--- config.mk ---
export PLATFORM = sky130hd
export DESIGN_NAME = comm_module_timer_quad
export DESIGN_NICKNAME = d
export VERILOG_FILES = /design/src/core/timer_quad_pkg.sv /design/src/core/comm_module_timer_quad.sv /design/src/core/rate_gen.sv /design/src/core/timer_unit.sv
export VERILOG_INCLUDE_DIRS = /design/src /design/src/core
export SDC_FILE = /design/constraint.sdc
export NUM_CORES = 2
export LEC_CHECK = 0
export ABC_CLOCK_PERIOD_IN_PS = 36600
export BUFFER_PORTS_ARGS = -buffer_cell sky130_fd_sc_hd__buf_4
export CAP_MARGIN = 5
export CORE_UTILIZATION = 30
export DETAILED_ROUTE_END_ITERATION = 10
export PLACE_DENSITY = 0.43
export SYNTH_ARGS = -nofsm -noshare
export SYNTH_HDL_FRONTEND = slang
export SYNTH_SLANG_ARGS = --single-unit
--- constraint.sdc ---
create_clock -name CLK -period 36.6 [get_ports CLK]
set_clock_uncertainty 0.15 [all_clocks]
set_input_delay 10.98 -clock CLK [delete_from_list [all_inputs] [get_ports CLK]]
set_output_delay 10.98 -clock CLK [all_outputs]
set_load 0.01 [all_outputs]
--- src/core/timer_quad_defines.svh ---
`ifndef TIMER_QUAD_DEFINES_SVH
`define TIMER_QUAD_DEFINES_SVH

// ****************************************
// Sizes
// ****************************************
`define NUM_TIMERS 4
`define NUM_RATE_GEN 8
`define NUM_CLK_IN 10
`define NUM_ROUTES 4
`define NUM_EVENTS 8
`define FIFTH_CLK 4

// ****************************************
// Register offsets (byte addresses)
// ****************************************
`define OFS_GCR 8'h00
`define OFS_PORT 8'h04
`define OFS_ROUTE 8'h08
`define OFS_INT_STAT 8'h10
`define OFS_INT_CLR 8'h14
`define OFS_INT_EN 8'h18
`define OFS_TMR_BASE 8'h40
`define TMR_REGION_MASK 8'hC0
`define TMR_IDX 5:4
`define TMR_FLD 3:2
`define FLD_MODE 2'h0
`define FLD_REF 2'h1
`define FLD_CNT 2'h2
`define FLD_CAP 2'h3
`define OFS_RG_BASE 8'h80
`define RG_REGION_MASK 8'hE0
`define RG_IDX 4:2

// ****************************************
// Fields and reset values
// ****************************************
`define GCR_MSB 9
`define GCR_GATE_SEL 3:0
`define GCR_FIFTH_SEL 8
`define GCR_DED_SEL 9
`define PORT_MSB 19
`define PORT_OUT_EN 3:0
`define PORT_IN_EN 7:4
`define PORT_GATE_A_EN 8
`define PORT_GATE_B_EN 9
`define PORT_CLK_EN 19:10
`define ROUTE_MSB 19
`define ROUTE_W 5
`define MODE_MSB 8
`define MODE_SRC 1:0
`define MODE_TOGGLE 2
`define MODE_EDGE 4:3
`define MODE_GATE 6:5
`define MODE_EN 7
`define MODE_REF_RST 8
`define RG_MSB 17
`define RG_DIV 15:0
`define RG_EN 16
`define RG_PIN 17
`define RST_ZERO 32'h0000_0000
`define DIV16_LAST 4'hF

`endif

--- src/core/timer_quad_pkg.sv ---
package timer_quad_pkg;
  // Count source of one timer
  typedef enum logic [1:0] {SRC_PARTNER, SRC_SYSCLK, SRC_DIV16, SRC_PIN} src_sel_t;
  // External gate usage
  typedef enum logic [1:0] {GATE_OFF, GATE_LEVEL, GATE_RESTART, GATE_SPARE} gate_mode_t;
  // Capture edge choice
  typedef enum logic [1:0] {EDGE_NONE, EDGE_RISE, EDGE_FALL, EDGE_BOTH} edge_sel_t;
endpackage

--- src/core/comm_module_timer_quad.sv ---
`timescale 1ns/100ps
`include "timer_quad_defines.svh"
module comm_module_timer_quad #(
  parameter int TMR_WIDTH = 16
) (
  // Clock and reset
  input wire logic CLK,
  input wire logic RST,
  // APB slave
  input wire logic PSEL,
  input wire logic PENABLE,
  input wire logic PWRITE,
  input wire logic [7:0] PADDR,
  input wire logic [31:0] PWDATA,
  output logic [31:0] PRDATA,
  output logic PREADY,
  output logic PSLVERR,
  // Input pins
  input wire logic [3:0] TIMER_EXT_IN,
  input wire logic GATE_PIN_A,
  input wire logic GATE_PIN_B,
  input wire logic [9:0] CLOCK_IN,
  input wire logic DEDICATED_TIMER_CLOCK_PIN,
  // Output pins
  output logic [3:0] TIMER_MATCH_OUT,
  output logic [3:0] TIMER_MATCH_OUT_OE_N,
  output logic [7:0] RATE_GEN_OUT,
  output logic [7:0] RATE_GEN_OUT_OE_N,
  // Internal clock enables
  output logic [3:0] CTRL_CLK_TICK,
  output logic SYS_TMR_TICK,
  // Interrupt
  output logic IRQ
);
  import timer_quad_pkg::*;

  localparam int NT = `NUM_TIMERS;
  localparam int NG = `NUM_RATE_GEN;
  localparam int NC = `NUM_CLK_IN;
  localparam int NR = `NUM_ROUTES;
  localparam int NE = `NUM_EVENTS;
  localparam int NSRC = NC + NG;

  // ****************************************
  // Registers and wires
  // ****************************************
  logic [`GCR_MSB:0] gcr_ff;
  logic [`PORT_MSB:0] port_ff;
  logic [`ROUTE_MSB:0] route_ff;
  logic [NE-1:0] int_stat_ff;
  logic [NE-1:0] int_en_ff;
  logic [`MODE_MSB:0] mode_ff [NT];
  logic [TMR_WIDTH-1:0] ref_ff [NT];
  logic [`RG_MSB:0] rg_ff [NG];
  logic [31:0] prdata_ff;
  logic pready_ff;
  logic pslverr_ff;
  logic [31:0] rd_data;
  logic rd_ok;
  logic wr_go;
  logic [NE-1:0] int_clr;
  logic [3:0] div16_ff;
  logic div16_tick;
  logic [NC-1:0] clk_prev_ff;
  logic [NC-1:0] clk_pin;
  logic [NC-1:0] clk_rise;
  logic ded_prev_ff;
  logic ded_rise;
  logic [NT-1:0] ext_pin;
  logic [NT-1:0] ext_prev_ff;
  logic [NT-1:0] ext_rise;
  logic [NT-1:0] gate_lvl;
  logic [NT-1:0] gate_prev_ff;
  logic [NT-1:0] tmr_tick;
  logic [NT-1:0] tmr_run;
  logic [NT-1:0] tmr_restart;
  logic [NT-1:0] tmr_load;
  logic [NT-1:0] match;
  logic [NT-1:0] cap_evt;
  logic [NT-1:0] out_lvl;
  logic [TMR_WIDTH-1:0] count [NT];
  logic [TMR_WIDTH-1:0] cap_val [NT];
  logic [NG-1:0] rg_src;
  logic [NG-1:0] rg_tick;
  logic [NG-1:0] rg_wave;
  logic [NSRC-1:0] bank_src;
  logic [3:0] tmr_out_ff;
  logic [3:0] tmr_oe_n_ff;
  logic [7:0] rg_out_ff;
  logic [7:0] rg_oe_n_ff;
  logic [3:0] ctrl_tick_ff;
  logic sys_tick_ff;
  logic irq_ff;

  // ****************************************
  // Address decode helpers
  // ****************************************
  function automatic logic in_tmr(input logic [7:0] a);
    return (a & `TMR_REGION_MASK) == `OFS_TMR_BASE;
  endfunction

  function automatic logic in_rg(input logic [7:0] a);
    return (a & `RG_REGION_MASK) == `OFS_RG_BASE;
  endfunction

  // Bank source picker; codes past the last source give no clock
  function automatic logic pick(input logic [NSRC-1:0] src, input logic [`ROUTE_W-1:0] sel);
    return (int'(sel) < NSRC) ? src[sel] : 1'b0;
  endfunction

  // ****************************************
  // APB slave
  // ****************************************
  assign wr_go = PSEL & PENABLE & PWRITE & pready_ff;
  assign int_clr = (wr_go && PADDR == `OFS_INT_CLR) ? PWDATA[NE-1:0] : '0;

  // Read mux; the clear register is write-only and reads as zero
  always_comb begin
    rd_data = `RST_ZERO;
    rd_ok = 1'b1;
    if (in_tmr(PADDR)) begin
      case (PADDR[`TMR_FLD])
        `FLD_MODE: rd_data[`MODE_MSB:0] = mode_ff[PADDR[`TMR_IDX]];
        `FLD_REF: rd_data[TMR_WIDTH-1:0] = ref_ff[PADDR[`TMR_IDX]];
        `FLD_CNT: rd_data[TMR_WIDTH-1:0] = count[PADDR[`TMR_IDX]];
        default: rd_data[TMR_WIDTH-1:0] = cap_val[PADDR[`TMR_IDX]];
      endcase
    end else if (in_rg(PADDR)) begin
      rd_data[`RG_MSB:0] = rg_ff[PADDR[`RG_IDX]];
    end else begin
      case (PADDR)
        `OFS_GCR: rd_data[`GCR_MSB:0] = gcr_ff;
        `OFS_PORT: rd_data[`PORT_MSB:0] = port_ff;
        `OFS_ROUTE: rd_data[`ROUTE_MSB:0] = route_ff;
        `OFS_INT_STAT: rd_data[NE-1:0] = int_stat_ff;
        `OFS_INT_CLR: rd_data = `RST_ZERO;
        `OFS_INT_EN: rd_data[NE-1:0] = int_en_ff;
        default: rd_ok = 1'b0;
      endcase
    end
  end

  // Answer one cycle after setup: every access has exactly one access cycle
  always_ff @(posedge CLK or posedge RST) begin
    if (RST) begin
      pready_ff <= 1'b0;
      prdata_ff <= `RST_ZERO;
      pslverr_ff <= 1'b0;
    end else if (PSEL && !PENABLE) begin
      pready_ff <= 1'b1;
      prdata_ff <= PWRITE ? `RST_ZERO : rd_data;
      pslverr_ff <= ~rd_ok;
    end else begin
      pready_ff <= 1'b0;
      pslverr_ff <= 1'b0;
    end
  end

  // Global, port and route registers
  always_ff @(posedge CLK or posedge RST) begin
    if (RST) begin
      gcr_ff <= '0;
      port_ff <= '0;
      route_ff <= '0;
      int_en_ff <= '0;
    end else if (wr_go) begin
      case (PADDR)
        `OFS_GCR: gcr_ff <= PWDATA[`GCR_MSB:0];
        `OFS_PORT: port_ff <= PWDATA[`PORT_MSB:0];
        `OFS_ROUTE: route_ff <= PWDATA[`ROUTE_MSB:0];
        `OFS_INT_EN: int_en_ff <= PWDATA[NE-1:0];
        default: ;
      endcase
    end
  end

  // Per-timer mode and reference registers
  always_ff @(posedge CLK or posedge RST) begin
    if (RST) begin
      for (int i = 0; i < NT; i++) begin
        mode_ff[i] <= '0;
        ref_ff[i] <= '0;
      end
    end else if (wr_go && in_tmr(PADDR)) begin
      if (PADDR[`TMR_FLD] == `FLD_MODE) begin
        mode_ff[PADDR[`TMR_IDX]] <= PWDATA[`MODE_MSB:0];
      end
      if (PADDR[`TMR_FLD] == `FLD_REF) begin
        ref_ff[PADDR[`TMR_IDX]] <= PWDATA[TMR_WIDTH-1:0];
      end
    end
  end

  // Rate generator setup registers
  always_ff @(posedge CLK or posedge RST) begin
    if (RST) begin
      for (int g = 0; g < NG; g++) begin
        rg_ff[g] <= '0;
      end
    end else if (wr_go && in_rg(PADDR)) begin
      rg_ff[PADDR[`RG_IDX]] <= PWDATA[`RG_MSB:0];
    end
  end

  // ****************************************
  // Pin conditioning
  // ****************************************
  // inert disabled inputs
  assign clk_pin = CLOCK_IN & port_ff[`PORT_CLK_EN];
  assign ext_pin = TIMER_EXT_IN & port_ff[`PORT_IN_EN];
  assign clk_rise = clk_pin & ~clk_prev_ff;
  assign ext_rise = ext_pin & ~ext_prev_ff;
  assign ded_rise = DEDICATED_TIMER_CLOCK_PIN & ~ded_prev_ff;

  // Edge history of the clocking pins
  always_ff @(posedge CLK or posedge RST) begin
    if (RST) begin
      clk_prev_ff <= '0;
      ext_prev_ff <= '0;
      ded_prev_ff <= 1'b0;
    end else begin
      clk_prev_ff <= clk_pin;
      ext_prev_ff <= ext_pin;
      ded_prev_ff <= DEDICATED_TIMER_CLOCK_PIN;
    end
  end

  always_ff @(posedge CLK or posedge RST) begin
    if (RST) begin
      div16_ff <= '0;
    end else begin
      div16_ff <= div16_ff + 1'b1;
    end
  end
  assign div16_tick = (div16_ff == `DIV16_LAST);

  // ****************************************
  // Timers
  // ****************************************
  // Gate pins are active low; an unselected or disabled gate reads inactive high
  always_comb begin
    for (int i = 0; i < NT; i++) begin
      // pin A low pair, B high pair
      if (!gcr_ff[i]) begin
        gate_lvl[i] = 1'b1;
      end else if (i < NT / 2) begin
        gate_lvl[i] = GATE_PIN_A | ~port_ff[`PORT_GATE_A_EN];
      end else begin
        gate_lvl[i] = GATE_PIN_B | ~port_ff[`PORT_GATE_B_EN];
      end
    end
  end

  // Gate history for the restart edge
  always_ff @(posedge CLK or posedge RST) begin
    if (RST) begin
      gate_prev_ff <= '1;
    end else begin
      gate_prev_ff <= gate_lvl;
    end
  end

  // Tick, run, restart and load per timer
  always_comb begin
    for (int i = 0; i < NT; i++) begin
      case (src_sel_t'(mode_ff[i][`MODE_SRC]))
        SRC_PARTNER: tmr_tick[i] = match[i ^ 1];
        SRC_SYSCLK: tmr_tick[i] = 1'b1;
        SRC_DIV16: tmr_tick[i] = div16_tick;
        SRC_PIN: tmr_tick[i] = ext_rise[i];
        default: tmr_tick[i] = 1'b0;
      endcase
      tmr_run[i] = mode_ff[i][`MODE_EN] &
        ((gate_mode_t'(mode_ff[i][`MODE_GATE]) != GATE_LEVEL) | ~gate_lvl[i]);
      tmr_restart[i] = (gate_mode_t'(mode_ff[i][`MODE_GATE]) == GATE_RESTART) &
        gate_prev_ff[i] & ~gate_lvl[i];
      tmr_load[i] = wr_go & in_tmr(PADDR) & (PADDR[`TMR_FLD] == `FLD_CNT) &
        (PADDR[`TMR_IDX] == i[1:0]);
    end
  end

  for (genvar i = 0; i < NT; i++) begin : g_tmr
    timer_unit #(
      .WIDTH(TMR_WIDTH)
    ) u_tmr (
      .clk(CLK),
      .rst(RST),
      .tick(tmr_tick[i]),
      .run(tmr_run[i]),
      .restart(tmr_restart[i]),
      .load(tmr_load[i]),
      .load_val(PWDATA[TMR_WIDTH-1:0]),
      .ref_val(ref_ff[i]),
      .out_toggle(mode_ff[i][`MODE_TOGGLE]),
      .ref_restart(mode_ff[i][`MODE_REF_RST]),
      .cap_in(ext_pin[i]),
      .cap_edge(edge_sel_t'(mode_ff[i][`MODE_EDGE])),
      .count_ff(count[i]),
      .cap_ff(cap_val[i]),
      .match_ff(match[i]),
      .cap_evt_ff(cap_evt[i]),
      .out_ff(out_lvl[i])
    );
  end

  // ****************************************
  // Rate generators and clock bank
  // ****************************************
  // fifth input feeds first generator
  always_comb begin
    rg_src = '1;
    rg_src[0] = gcr_ff[`GCR_FIFTH_SEL] ? clk_rise[`FIFTH_CLK] : 1'b1;
  end

  for (genvar g = 0; g < NG; g++) begin : g_rg
    rate_gen #(
      .WIDTH(16)
    ) u_rg (
      .clk(CLK),
      .rst(RST),
      .src_tick(rg_src[g]),
      .enable(rg_ff[g][`RG_EN]),
      .divisor(rg_ff[g][`RG_DIV]),
      .tick_ff(rg_tick[g]),
      .wave_ff(rg_wave[g])
    );
  end

  assign bank_src = {rg_tick, clk_rise};

  always_ff @(posedge CLK or posedge RST) begin
    if (RST) begin
      ctrl_tick_ff <= '0;
    end else begin
      for (int r = 0; r < NR; r++) begin
        ctrl_tick_ff[r] <= pick(bank_src, route_ff[r*`ROUTE_W +: `ROUTE_W]);
      end
    end
  end

  always_ff @(posedge CLK or posedge RST) begin
    if (RST) begin
      sys_tick_ff <= 1'b0;
    end else begin
      sys_tick_ff <= gcr_ff[`GCR_DED_SEL] ? ded_rise : rg_tick[0];
    end
  end

  // ****************************************
  // Output pins
  // ****************************************
  // undriven when not selected
  always_ff @(posedge CLK or posedge RST) begin
    if (RST) begin
      tmr_out_ff <= '1;
      tmr_oe_n_ff <= '1;
      rg_out_ff <= '0;
      rg_oe_n_ff <= '1;
    end else begin
      tmr_out_ff <= out_lvl | ~port_ff[`PORT_OUT_EN];
      tmr_oe_n_ff <= ~port_ff[`PORT_OUT_EN];
      for (int g = 0; g < NG; g++) begin
        rg_out_ff[g] <= rg_wave[g] & rg_ff[g][`RG_PIN];
        rg_oe_n_ff[g] <= ~rg_ff[g][`RG_PIN];
      end
    end
  end

  // ****************************************
  // Interrupts
  // ****************************************
  // A new event in the clearing cycle survives: set beats clear
  always_ff @(posedge CLK or posedge RST) begin
    if (RST) begin
      int_stat_ff <= '0;
      irq_ff <= 1'b0;
    end else begin
      int_stat_ff <= (int_stat_ff & ~int_clr) | {cap_evt, match};
      irq_ff <= |(int_stat_ff & int_en_ff);
    end
  end

  assign PRDATA = prdata_ff;
  assign PREADY = pready_ff;
  assign PSLVERR = pslverr_ff;
  assign TIMER_MATCH_OUT = tmr_out_ff;
  assign TIMER_MATCH_OUT_OE_N = tmr_oe_n_ff;
  assign RATE_GEN_OUT = rg_out_ff;
  assign RATE_GEN_OUT_OE_N = rg_oe_n_ff;
  assign CTRL_CLK_TICK = ctrl_tick_ff;
  assign SYS_TMR_TICK = sys_tick_ff;
  assign IRQ = irq_ff;
endmodule // comm_module_timer_quad

--- src/core/rate_gen.sv ---
`timescale 1ns/100ps
module rate_gen #(
  parameter int WIDTH = 16
) (
  // Clock and reset
  input wire logic clk,
  input wire logic rst,
  // Control
  input wire logic src_tick,
  input wire logic enable,
  input wire logic [WIDTH-1:0] divisor,
  // Results
  output logic tick_ff,
  output logic wave_ff
);
  import timer_quad_pkg::*;
  logic [WIDTH-1:0] cnt_ff;

  // Divide source ticks by divisor+1; wave toggles on every terminal count (>= survives a lowered divisor)
  always_ff @(posedge clk or posedge rst) begin
    if (rst) begin
      cnt_ff <= '0;
      tick_ff <= 1'b0;
      wave_ff <= 1'b0;
    end else if (!enable) begin
      cnt_ff <= '0;
      tick_ff <= 1'b0;
    end else if (src_tick && cnt_ff >= divisor) begin
      cnt_ff <= '0;
      tick_ff <= 1'b1;
      wave_ff <= ~wave_ff;
    end else begin
      if (src_tick) begin
        cnt_ff <= cnt_ff + 1'b1;
      end
      tick_ff <= 1'b0;
    end
  end
endmodule // rate_gen

--- src/core/timer_unit.sv ---
`timescale 1ns/100ps
module timer_unit #(
  parameter int WIDTH = 16
) (
  // Clock and reset
  input wire logic clk,
  input wire logic rst,
  // Count control
  input wire logic tick,
  input wire logic run,
  input wire logic restart,
  input wire logic load,
  input wire logic [WIDTH-1:0] load_val,
  input wire logic [WIDTH-1:0] ref_val,
  input wire logic out_toggle,
  input wire logic ref_restart,
  // Capture
  input wire logic cap_in,
  input wire timer_quad_pkg::edge_sel_t cap_edge,
  // Results
  output logic [WIDTH-1:0] count_ff,
  output logic [WIDTH-1:0] cap_ff,
  output logic match_ff,
  output logic cap_evt_ff,
  output logic out_ff
);
  import timer_quad_pkg::*;
  logic cap_prev_ff;
  logic hit;
  logic cap_hit;

  assign hit = run & tick & (count_ff == ref_val);

  // Edge choice for the capture input
  always_comb begin
    case (cap_edge)
      EDGE_RISE: cap_hit = cap_in & ~cap_prev_ff;
      EDGE_FALL: cap_hit = ~cap_in & cap_prev_ff;
      EDGE_BOTH: cap_hit = cap_in ^ cap_prev_ff;
      default: cap_hit = 1'b0;
    endcase
  end

  // Counter; restart beats a software load, which beats counting
  always_ff @(posedge clk or posedge rst) begin
    if (rst) begin
      count_ff <= '0;
    end else if (restart) begin
      count_ff <= '0;
    end else if (load) begin
      count_ff <= load_val;
    end else if (run && tick) begin
      count_ff <= (hit && ref_restart) ? '0 : count_ff + 1'b1;
    end
  end

  // Match pulse feeds the partner timer and the event logic
  always_ff @(posedge clk or posedge rst) begin
    if (rst) begin
      match_ff <= 1'b0;
    end else begin
      match_ff <= hit;
    end
  end

  // Output idles high; a match gives one low cycle or flips the level
  always_ff @(posedge clk or posedge rst) begin
    if (rst) begin
      out_ff <= 1'b1;
    end else if (hit) begin
      out_ff <= out_toggle ? ~out_ff : 1'b0;
    end else if (!out_toggle) begin
      out_ff <= 1'b1;
    end
  end

  // Capture latches the running count on the chosen edge
  always_ff @(posedge clk or posedge rst) begin
    if (rst) begin
      cap_prev_ff <= 1'b0;
      cap_ff <= '0;
      cap_evt_ff <= 1'b0;
    end else begin
      cap_prev_ff <= cap_in;
      cap_evt_ff <= cap_hit;
      if (cap_hit) begin
        cap_ff <= count_ff;
      end
    end
  end
endmodule // timer_unit

==> run_summary.xml <==
<?xml version="1.0" encoding="UTF-8"?>
<metrics>
  <group name="power_and_ir_drop">
    <metric name="clockPowerShare" unit="%">49.9</metric>
    <metric name="vdd.ir_drop.worst" unit="mV">0.0339</metric>
    <metric name="leakage" unit="nW">18.6</metric>
    <metric name="p_switching" unit="uW">421</metric>
    <metric name="p_sw_share" unit="%">24.7</metric>
    <metric name="combPwrFrac" unit="%">5.5</metric>
    <metric name="internal-power" unit="mW">1.28</metric>
    <metric name="pwr_density_cell" unit="mW/mm^2">41.5</metric>
    <metric name="pwr-share-seq" unit="%">44.6</metric>
    <metric name="finalPower" unit="mW">1.70</metric>
  </group>
  <group name="clock_network">
    <metric name="cts-hold-fix-buffers" unit="">0</metric>
    <metric name="htreeDepth" unit="">3</metric>
    <metric name="cts_resized" unit="">0</metric>
    <metric name="postCtsSetupRepairBufs" unit="">0</metric>
    <metric name="cts_buffers" unit="">85</metric>
    <metric name="cts_tree" unit="">yes</metric>
    <metric name="clockBufferDepth" unit="">3</metric>
    <metric name="clk-insertion-delay-late" unit="ps">660</metric>
    <metric name="clock-root-buffer" unit="">sky130_fd_sc_hd__clkbuf_16</metric>
    <metric name="clock-sinks" unit="">669</metric>
    <metric name="clkSlewWorstSetupHoldPaths" unit="ps">60</metric>
  </group>
  <group name="timing">
    <metric name="measured_slew_at_the_worst_slew_check_pin" unit="ps">1220</metric>
    <metric name="fin_ws" unit="ps">22800</metric>
    <metric name="fmax" unit="MHz">72.5</metric>
    <metric name="setup_repair_after_global_routing_missed_its_margin" unit="">no</metric>
    <metric name="final-setup-viol-count" unit="">0</metric>
    <metric name="max-slew-margin-rel" unit="%">18.2</metric>
    <metric name="setup_tns" unit="ps">0</metric>
    <metric name="final.min_clock_period" unit="ps">13800</metric>
    <metric name="timing_max_transition_violations_final" unit="">0</metric>
    <metric name="fin_crit_sh" unit="%">37.7</metric>
    <metric name="timing_hold_violations_final" unit="">0</metric>
  </group>
  <group name="floorplan">
    <metric name="die_w" unit="um">348</metric>
    <metric name="floorplan.initialDensity" unit="%">30.3</metric>
    <metric name="placementRows" unit="">126</metric>
    <metric name="core_area" unit="sq mm">0.118</metric>
    <metric name="ios" unit="">126</metric>
    <metric name="die_area" unit="sq mm">0.121</metric>
    <metric name="die_height" unit="um">348</metric>
  </group>
  <group name="drt">
    <metric name="routed_via_density" unit="">5.27</metric>
    <metric name="drt_first_iter_violations" unit="">2159</metric>
    <metric name="drt_first_pass_iters" unit="">7</metric>
    <metric name="routedWlPerCell" unit="um">25.1</metric>
    <metric name="vias" unit="">26062</metric>
    <metric name="post-route-drc-count" unit="">0</metric>
    <metric name="drtAntennaViolNets" unit="">0</metric>
    <metric name="drt-total-wl" unit="um">124000</metric>
  </group>
  <group name="setup_path">
    <metric name="startpoint_type_of_the_worst_setup_path" unit="">input port</metric>
    <metric name="crit_required" unit="ps">36950</metric>
    <metric name="sort_of_element_at_the_end_of_the_critical_path" unit="">flip-flop</metric>
    <metric name="worst-setup-path-type" unit="">in -&gt; reg</metric>
    <metric name="critical_path.max_fanout" unit="">42</metric>
    <metric name="worst-endpoint-arrival" unit="ps">14150</metric>
    <metric name="rr_worst_depth" unit="">7</metric>
  </group>
  <group name="place">
    <metric name="portBuffers" unit="">101</metric>
    <metric name="hpwl" unit="um">88500</metric>
    <metric name="post_dp_cell_area" unit="sq mm">0.0382</metric>
    <metric name="dp_slack" unit="ps">22190</metric>
    <metric name="place.gp.congestion" unit="">0.865</metric>
  </group>
  <group name="grt">
    <metric name="grt_first_pass_wirelength" unit="um">183000</metric>
    <metric name="global_route.usage.total" unit="%">20.7</metric>
    <metric name="grt_pass1_vias" unit="">25532</metric>
    <metric name="globalRoute.totalOverflow" unit="">0</metric>
    <metric name="grt_start_max_net_pins" unit="">144</metric>
    <metric name="antenna_found_initial" unit="">5</metric>
  </group>
  <group name="yosys">
    <metric name="synth_seq_cells" unit="">669</metric>
    <metric name="synthAdderAreaFrac" unit="%">5.20</metric>
    <metric name="synthesis.area" unit="sq mm">0.0359</metric>
    <metric name="synthesis.yosys.warnings" unit="">0</metric>
    <metric name="synth_top_family_by_area" unit="">multiplexers</metric>
    <metric name="synth_top_cells_by_area" unit="">sky130_fd_sc_hd__dfrtp_1 45%, sky130_fd_sc_hd__mux2_2 9.1%, sky130_fd_sc_hd__mux4_2 7.0%</metric>
    <metric name="synth-edff-count" unit="">0</metric>
    <metric name="synth_top_area_cell" unit="">sky130_fd_sc_hd__dfrtp_1</metric>
    <metric name="synth-compound-area-share" unit="%">9.25</metric>
    <metric name="yosys.area_share.simple" unit="%">12.3</metric>
    <metric name="synth_cell_types" unit="">77</metric>
    <metric name="ys_async_sr_fraction" unit="%">100</metric>
    <metric name="postSynth.topFlopCell" unit="">sky130_fd_sc_hd__dfrtp_1</metric>
    <metric name="syn-instance-count" unit="">3291</metric>
    <metric name="post_synth.cell_area_avg" unit="sq um">10.9</metric>
    <metric name="synthMuxAreaShare" unit="%">17.2</metric>
    <metric name="synthXorXnorAreaFrac" unit="%">4.98</metric>
    <metric name="share_of_the_synthesized_area_in_the_top_cell_type" unit="%">45.0</metric>
    <metric name="synth_seq_area_share" unit="%">46.8</metric>
  </group>
  <group name="cells_and_area">
    <metric name="areaGrowthSynthToFinish" unit="%">14.4</metric>
    <metric name="final_nets" unit="">3551</metric>
    <metric name="final_cell_area" unit="sq mm">0.0410</metric>
    <metric name="final_layout_size_suffix_gt1_share" unit="%">21.8</metric>
    <metric name="nFillCells" unit="">11920</metric>
  </group>
  <group name="run">
    <metric name="maxCapViolations" unit="">0</metric>
  </group>
  <group name="hold_path">
    <metric name="min-delay-path-class" unit="">reg -&gt; reg</metric>
    <metric name="hold_depth" unit="">1</metric>
  </group>
  <group name="run_status">
    <metric name="outcome" unit="">finished, final reports clean</metric>
  </group>
</metrics>
final timing paths:
path | start | end | slack, ps
min in group asynchronous | RST | rg_ff[31] | 10340
max in group asynchronous | RST | g_tmr[2].u_tmr.match_ff | 23670
worst min-delay path | g_tmr[1].u_tmr.cap_evt_ff | int_stat_ff[5] | 270
worst max register to register | g_tmr[3].u_tmr.count_ff[1] | g_tmr[3].u_tmr.count_ff[8] | 32750
worst min register to register | g_tmr[1].u_tmr.cap_evt_ff | int_stat_ff[5] | 270
worst max-delay path | PADDR[3] | PRDATA[9] | 22800
metal layers:
metal | global-route usage [%] | vias to the layer above | share of wire [%]
met5 | 0 | - | 0.022
met4 | 6.86 | 4 | 3.1
met3 | 4.10 | 176 | 6.9
met2 | 28.9 | 804 | 41
met1 | 31.5 | 13254 | 49
li1 | - | 11824 | -
stage by stage:
stage | utilization [%] | hold slack [ps] | cells
CTS | 34.7 | 271 | 4946
finish | 34.7 | 267 | 4948
global route | 34.7 | 287 | 4946
floorplan | - | 229 | 3302
detailed placement | 32.3 | 262 | 4789
global placement | 32.3 | 266 | 4789
flip-flops by register name (all words and copies together), names as in the netlist, 8 cells and up:
name	cells
g_rg.u_rg.tick_ff	8
gcr_ff	10
route_ff	20
int_en_ff	8
RATE_GEN_OUT	8
PRDATA	20
rg_ff	144
g_rg.u_rg.wave_ff	8
g_tmr.u_tmr.cap_ff	64
ref_ff	64
mode_ff	36
RATE_GEN_OUT_OE_N	8
clk_prev_ff	10
port_ff	20
g_tmr.u_tmr.count_ff	64
g_rg.u_rg.cnt_ff	128
int_stat_ff	8
worst max-delay path, cell delays in order:
cell and delay (ps):
sky130_fd_sc_hd__buf_4 480, sky130_fd_sc_hd__buf_4 710, sky130_fd_sc_hd__mux4_2 680, sky130_fd_sc_hd__mux2i_1 360
sky130_fd_sc_hd__o22ai_1 160, sky130_fd_sc_hd__o21ai_0 620, sky130_fd_sc_hd__nand2_1 100
final cells by class:
type / instances / area, sq um / share of cell area [%]
antenna: 2 / 5.00 / 0.0122
inverter: 184 / 698 / 1.70
clock buffer: 127 / 2600 / 6.34
clock inverter: 30 / 238 / 0.580
tap: 1536 / 1920 / 4.69
sequential: 669 / 16800 / 40.9
multi-input combinational: 2256 / 17700 / 43.1
timing repair buffer: 144 / 1100 / 2.68
placed cells by master (no fill, tap or decap), drive strengths merged, types with 30 or more instances in the layout:
cell and count:
a21oi 126, a22oi 40, a31oi 38, and2 32
and3 67, buf 144, clkbuf 127, dfrtp 645
ha 149, inv 189, mux2 296, mux2i 30
mux4 112, nand2 285, nand3 102, nand4 46
nor2 211, nor3 41, o21ai 193, xnor2 122
xor2 82
power groups by stage:
stage	clock network [mW]	logic [mW]	registers, mW
final	0.851	0.0931	0.760
after CTS	0.873	0.0948	0.760
after global routing	0.902	0.101	0.761
after global placement	0	0.0947	0.773
after detailed placement	0	0.0945	0.773
after floorplan	0	0.0544	0.768
kinds of logic after synthesis:
| family | count (synthesis) |
|---|---|
| AOI/OAI and AO/OA | 540 |
| xor gates and xnor gates | 204 |
| adders and majority gates | 149 |
| buffers and inverters | 377 |
| DFF | 669 |
| muxes | 438 |
| other | 1 |
| and+or+nand+nor | 913 |
Yosys cell counts, types with 7 or more instances:
| cell | n |
|---|---|
| sky130_fd_sc_hd__nor3b_1 | 12 |
| sky130_fd_sc_hd__mux2_1 | 7 |
| sky130_fd_sc_hd__a221oi_1 | 16 |
| sky130_fd_sc_hd__or3_1 | 11 |
| sky130_fd_sc_hd__dfrtp_1 | 645 |
| sky130_fd_sc_hd__nor3_1 | 40 |
| sky130_fd_sc_hd__buf_2 | 53 |
| sky130_fd_sc_hd__dfstp_2 | 24 |
| sky130_fd_sc_hd__a211oi_1 | 22 |
| sky130_fd_sc_hd__buf_1 | 14 |
| sky130_fd_sc_hd__nand4_1 | 46 |
| sky130_fd_sc_hd__a22oi_1 | 40 |
| sky130_fd_sc_hd__a21oi_1 | 126 |
| sky130_fd_sc_hd__nand3b_1 | 20 |
| sky130_fd_sc_hd__a211o_1 | 12 |
| sky130_fd_sc_hd__inv_1 | 184 |
| sky130_fd_sc_hd__mux2i_1 | 30 |
| sky130_fd_sc_hd__nand2_1 | 284 |
| sky130_fd_sc_hd__a31oi_1 | 38 |
| sky130_fd_sc_hd__nand2b_1 | 27 |
| sky130_fd_sc_hd__clkbuf_1 | 111 |
| sky130_fd_sc_hd__xor2_1 | 82 |
| sky130_fd_sc_hd__mux4_2 | 112 |
| sky130_fd_sc_hd__ha_1 | 149 |
| sky130_fd_sc_hd__nor2_1 | 210 |
| sky130_fd_sc_hd__xnor2_1 | 122 |
| sky130_fd_sc_hd__o21ai_0 | 192 |
| sky130_fd_sc_hd__mux2_2 | 289 |
| sky130_fd_sc_hd__a22o_1 | 10 |
| sky130_fd_sc_hd__and3_1 | 67 |
| sky130_fd_sc_hd__o211ai_1 | 7 |
| sky130_fd_sc_hd__and2_1 | 31 |
| sky130_fd_sc_hd__o22ai_1 | 18 |
| sky130_fd_sc_hd__buf_4 | 14 |
| sky130_fd_sc_hd__nor2b_1 | 27 |
| sky130_fd_sc_hd__nand3_1 | 101 |
| sky130_fd_sc_hd__a21o_1 | 12 |
No activity file was read; power rests on OpenSTA's default activity.
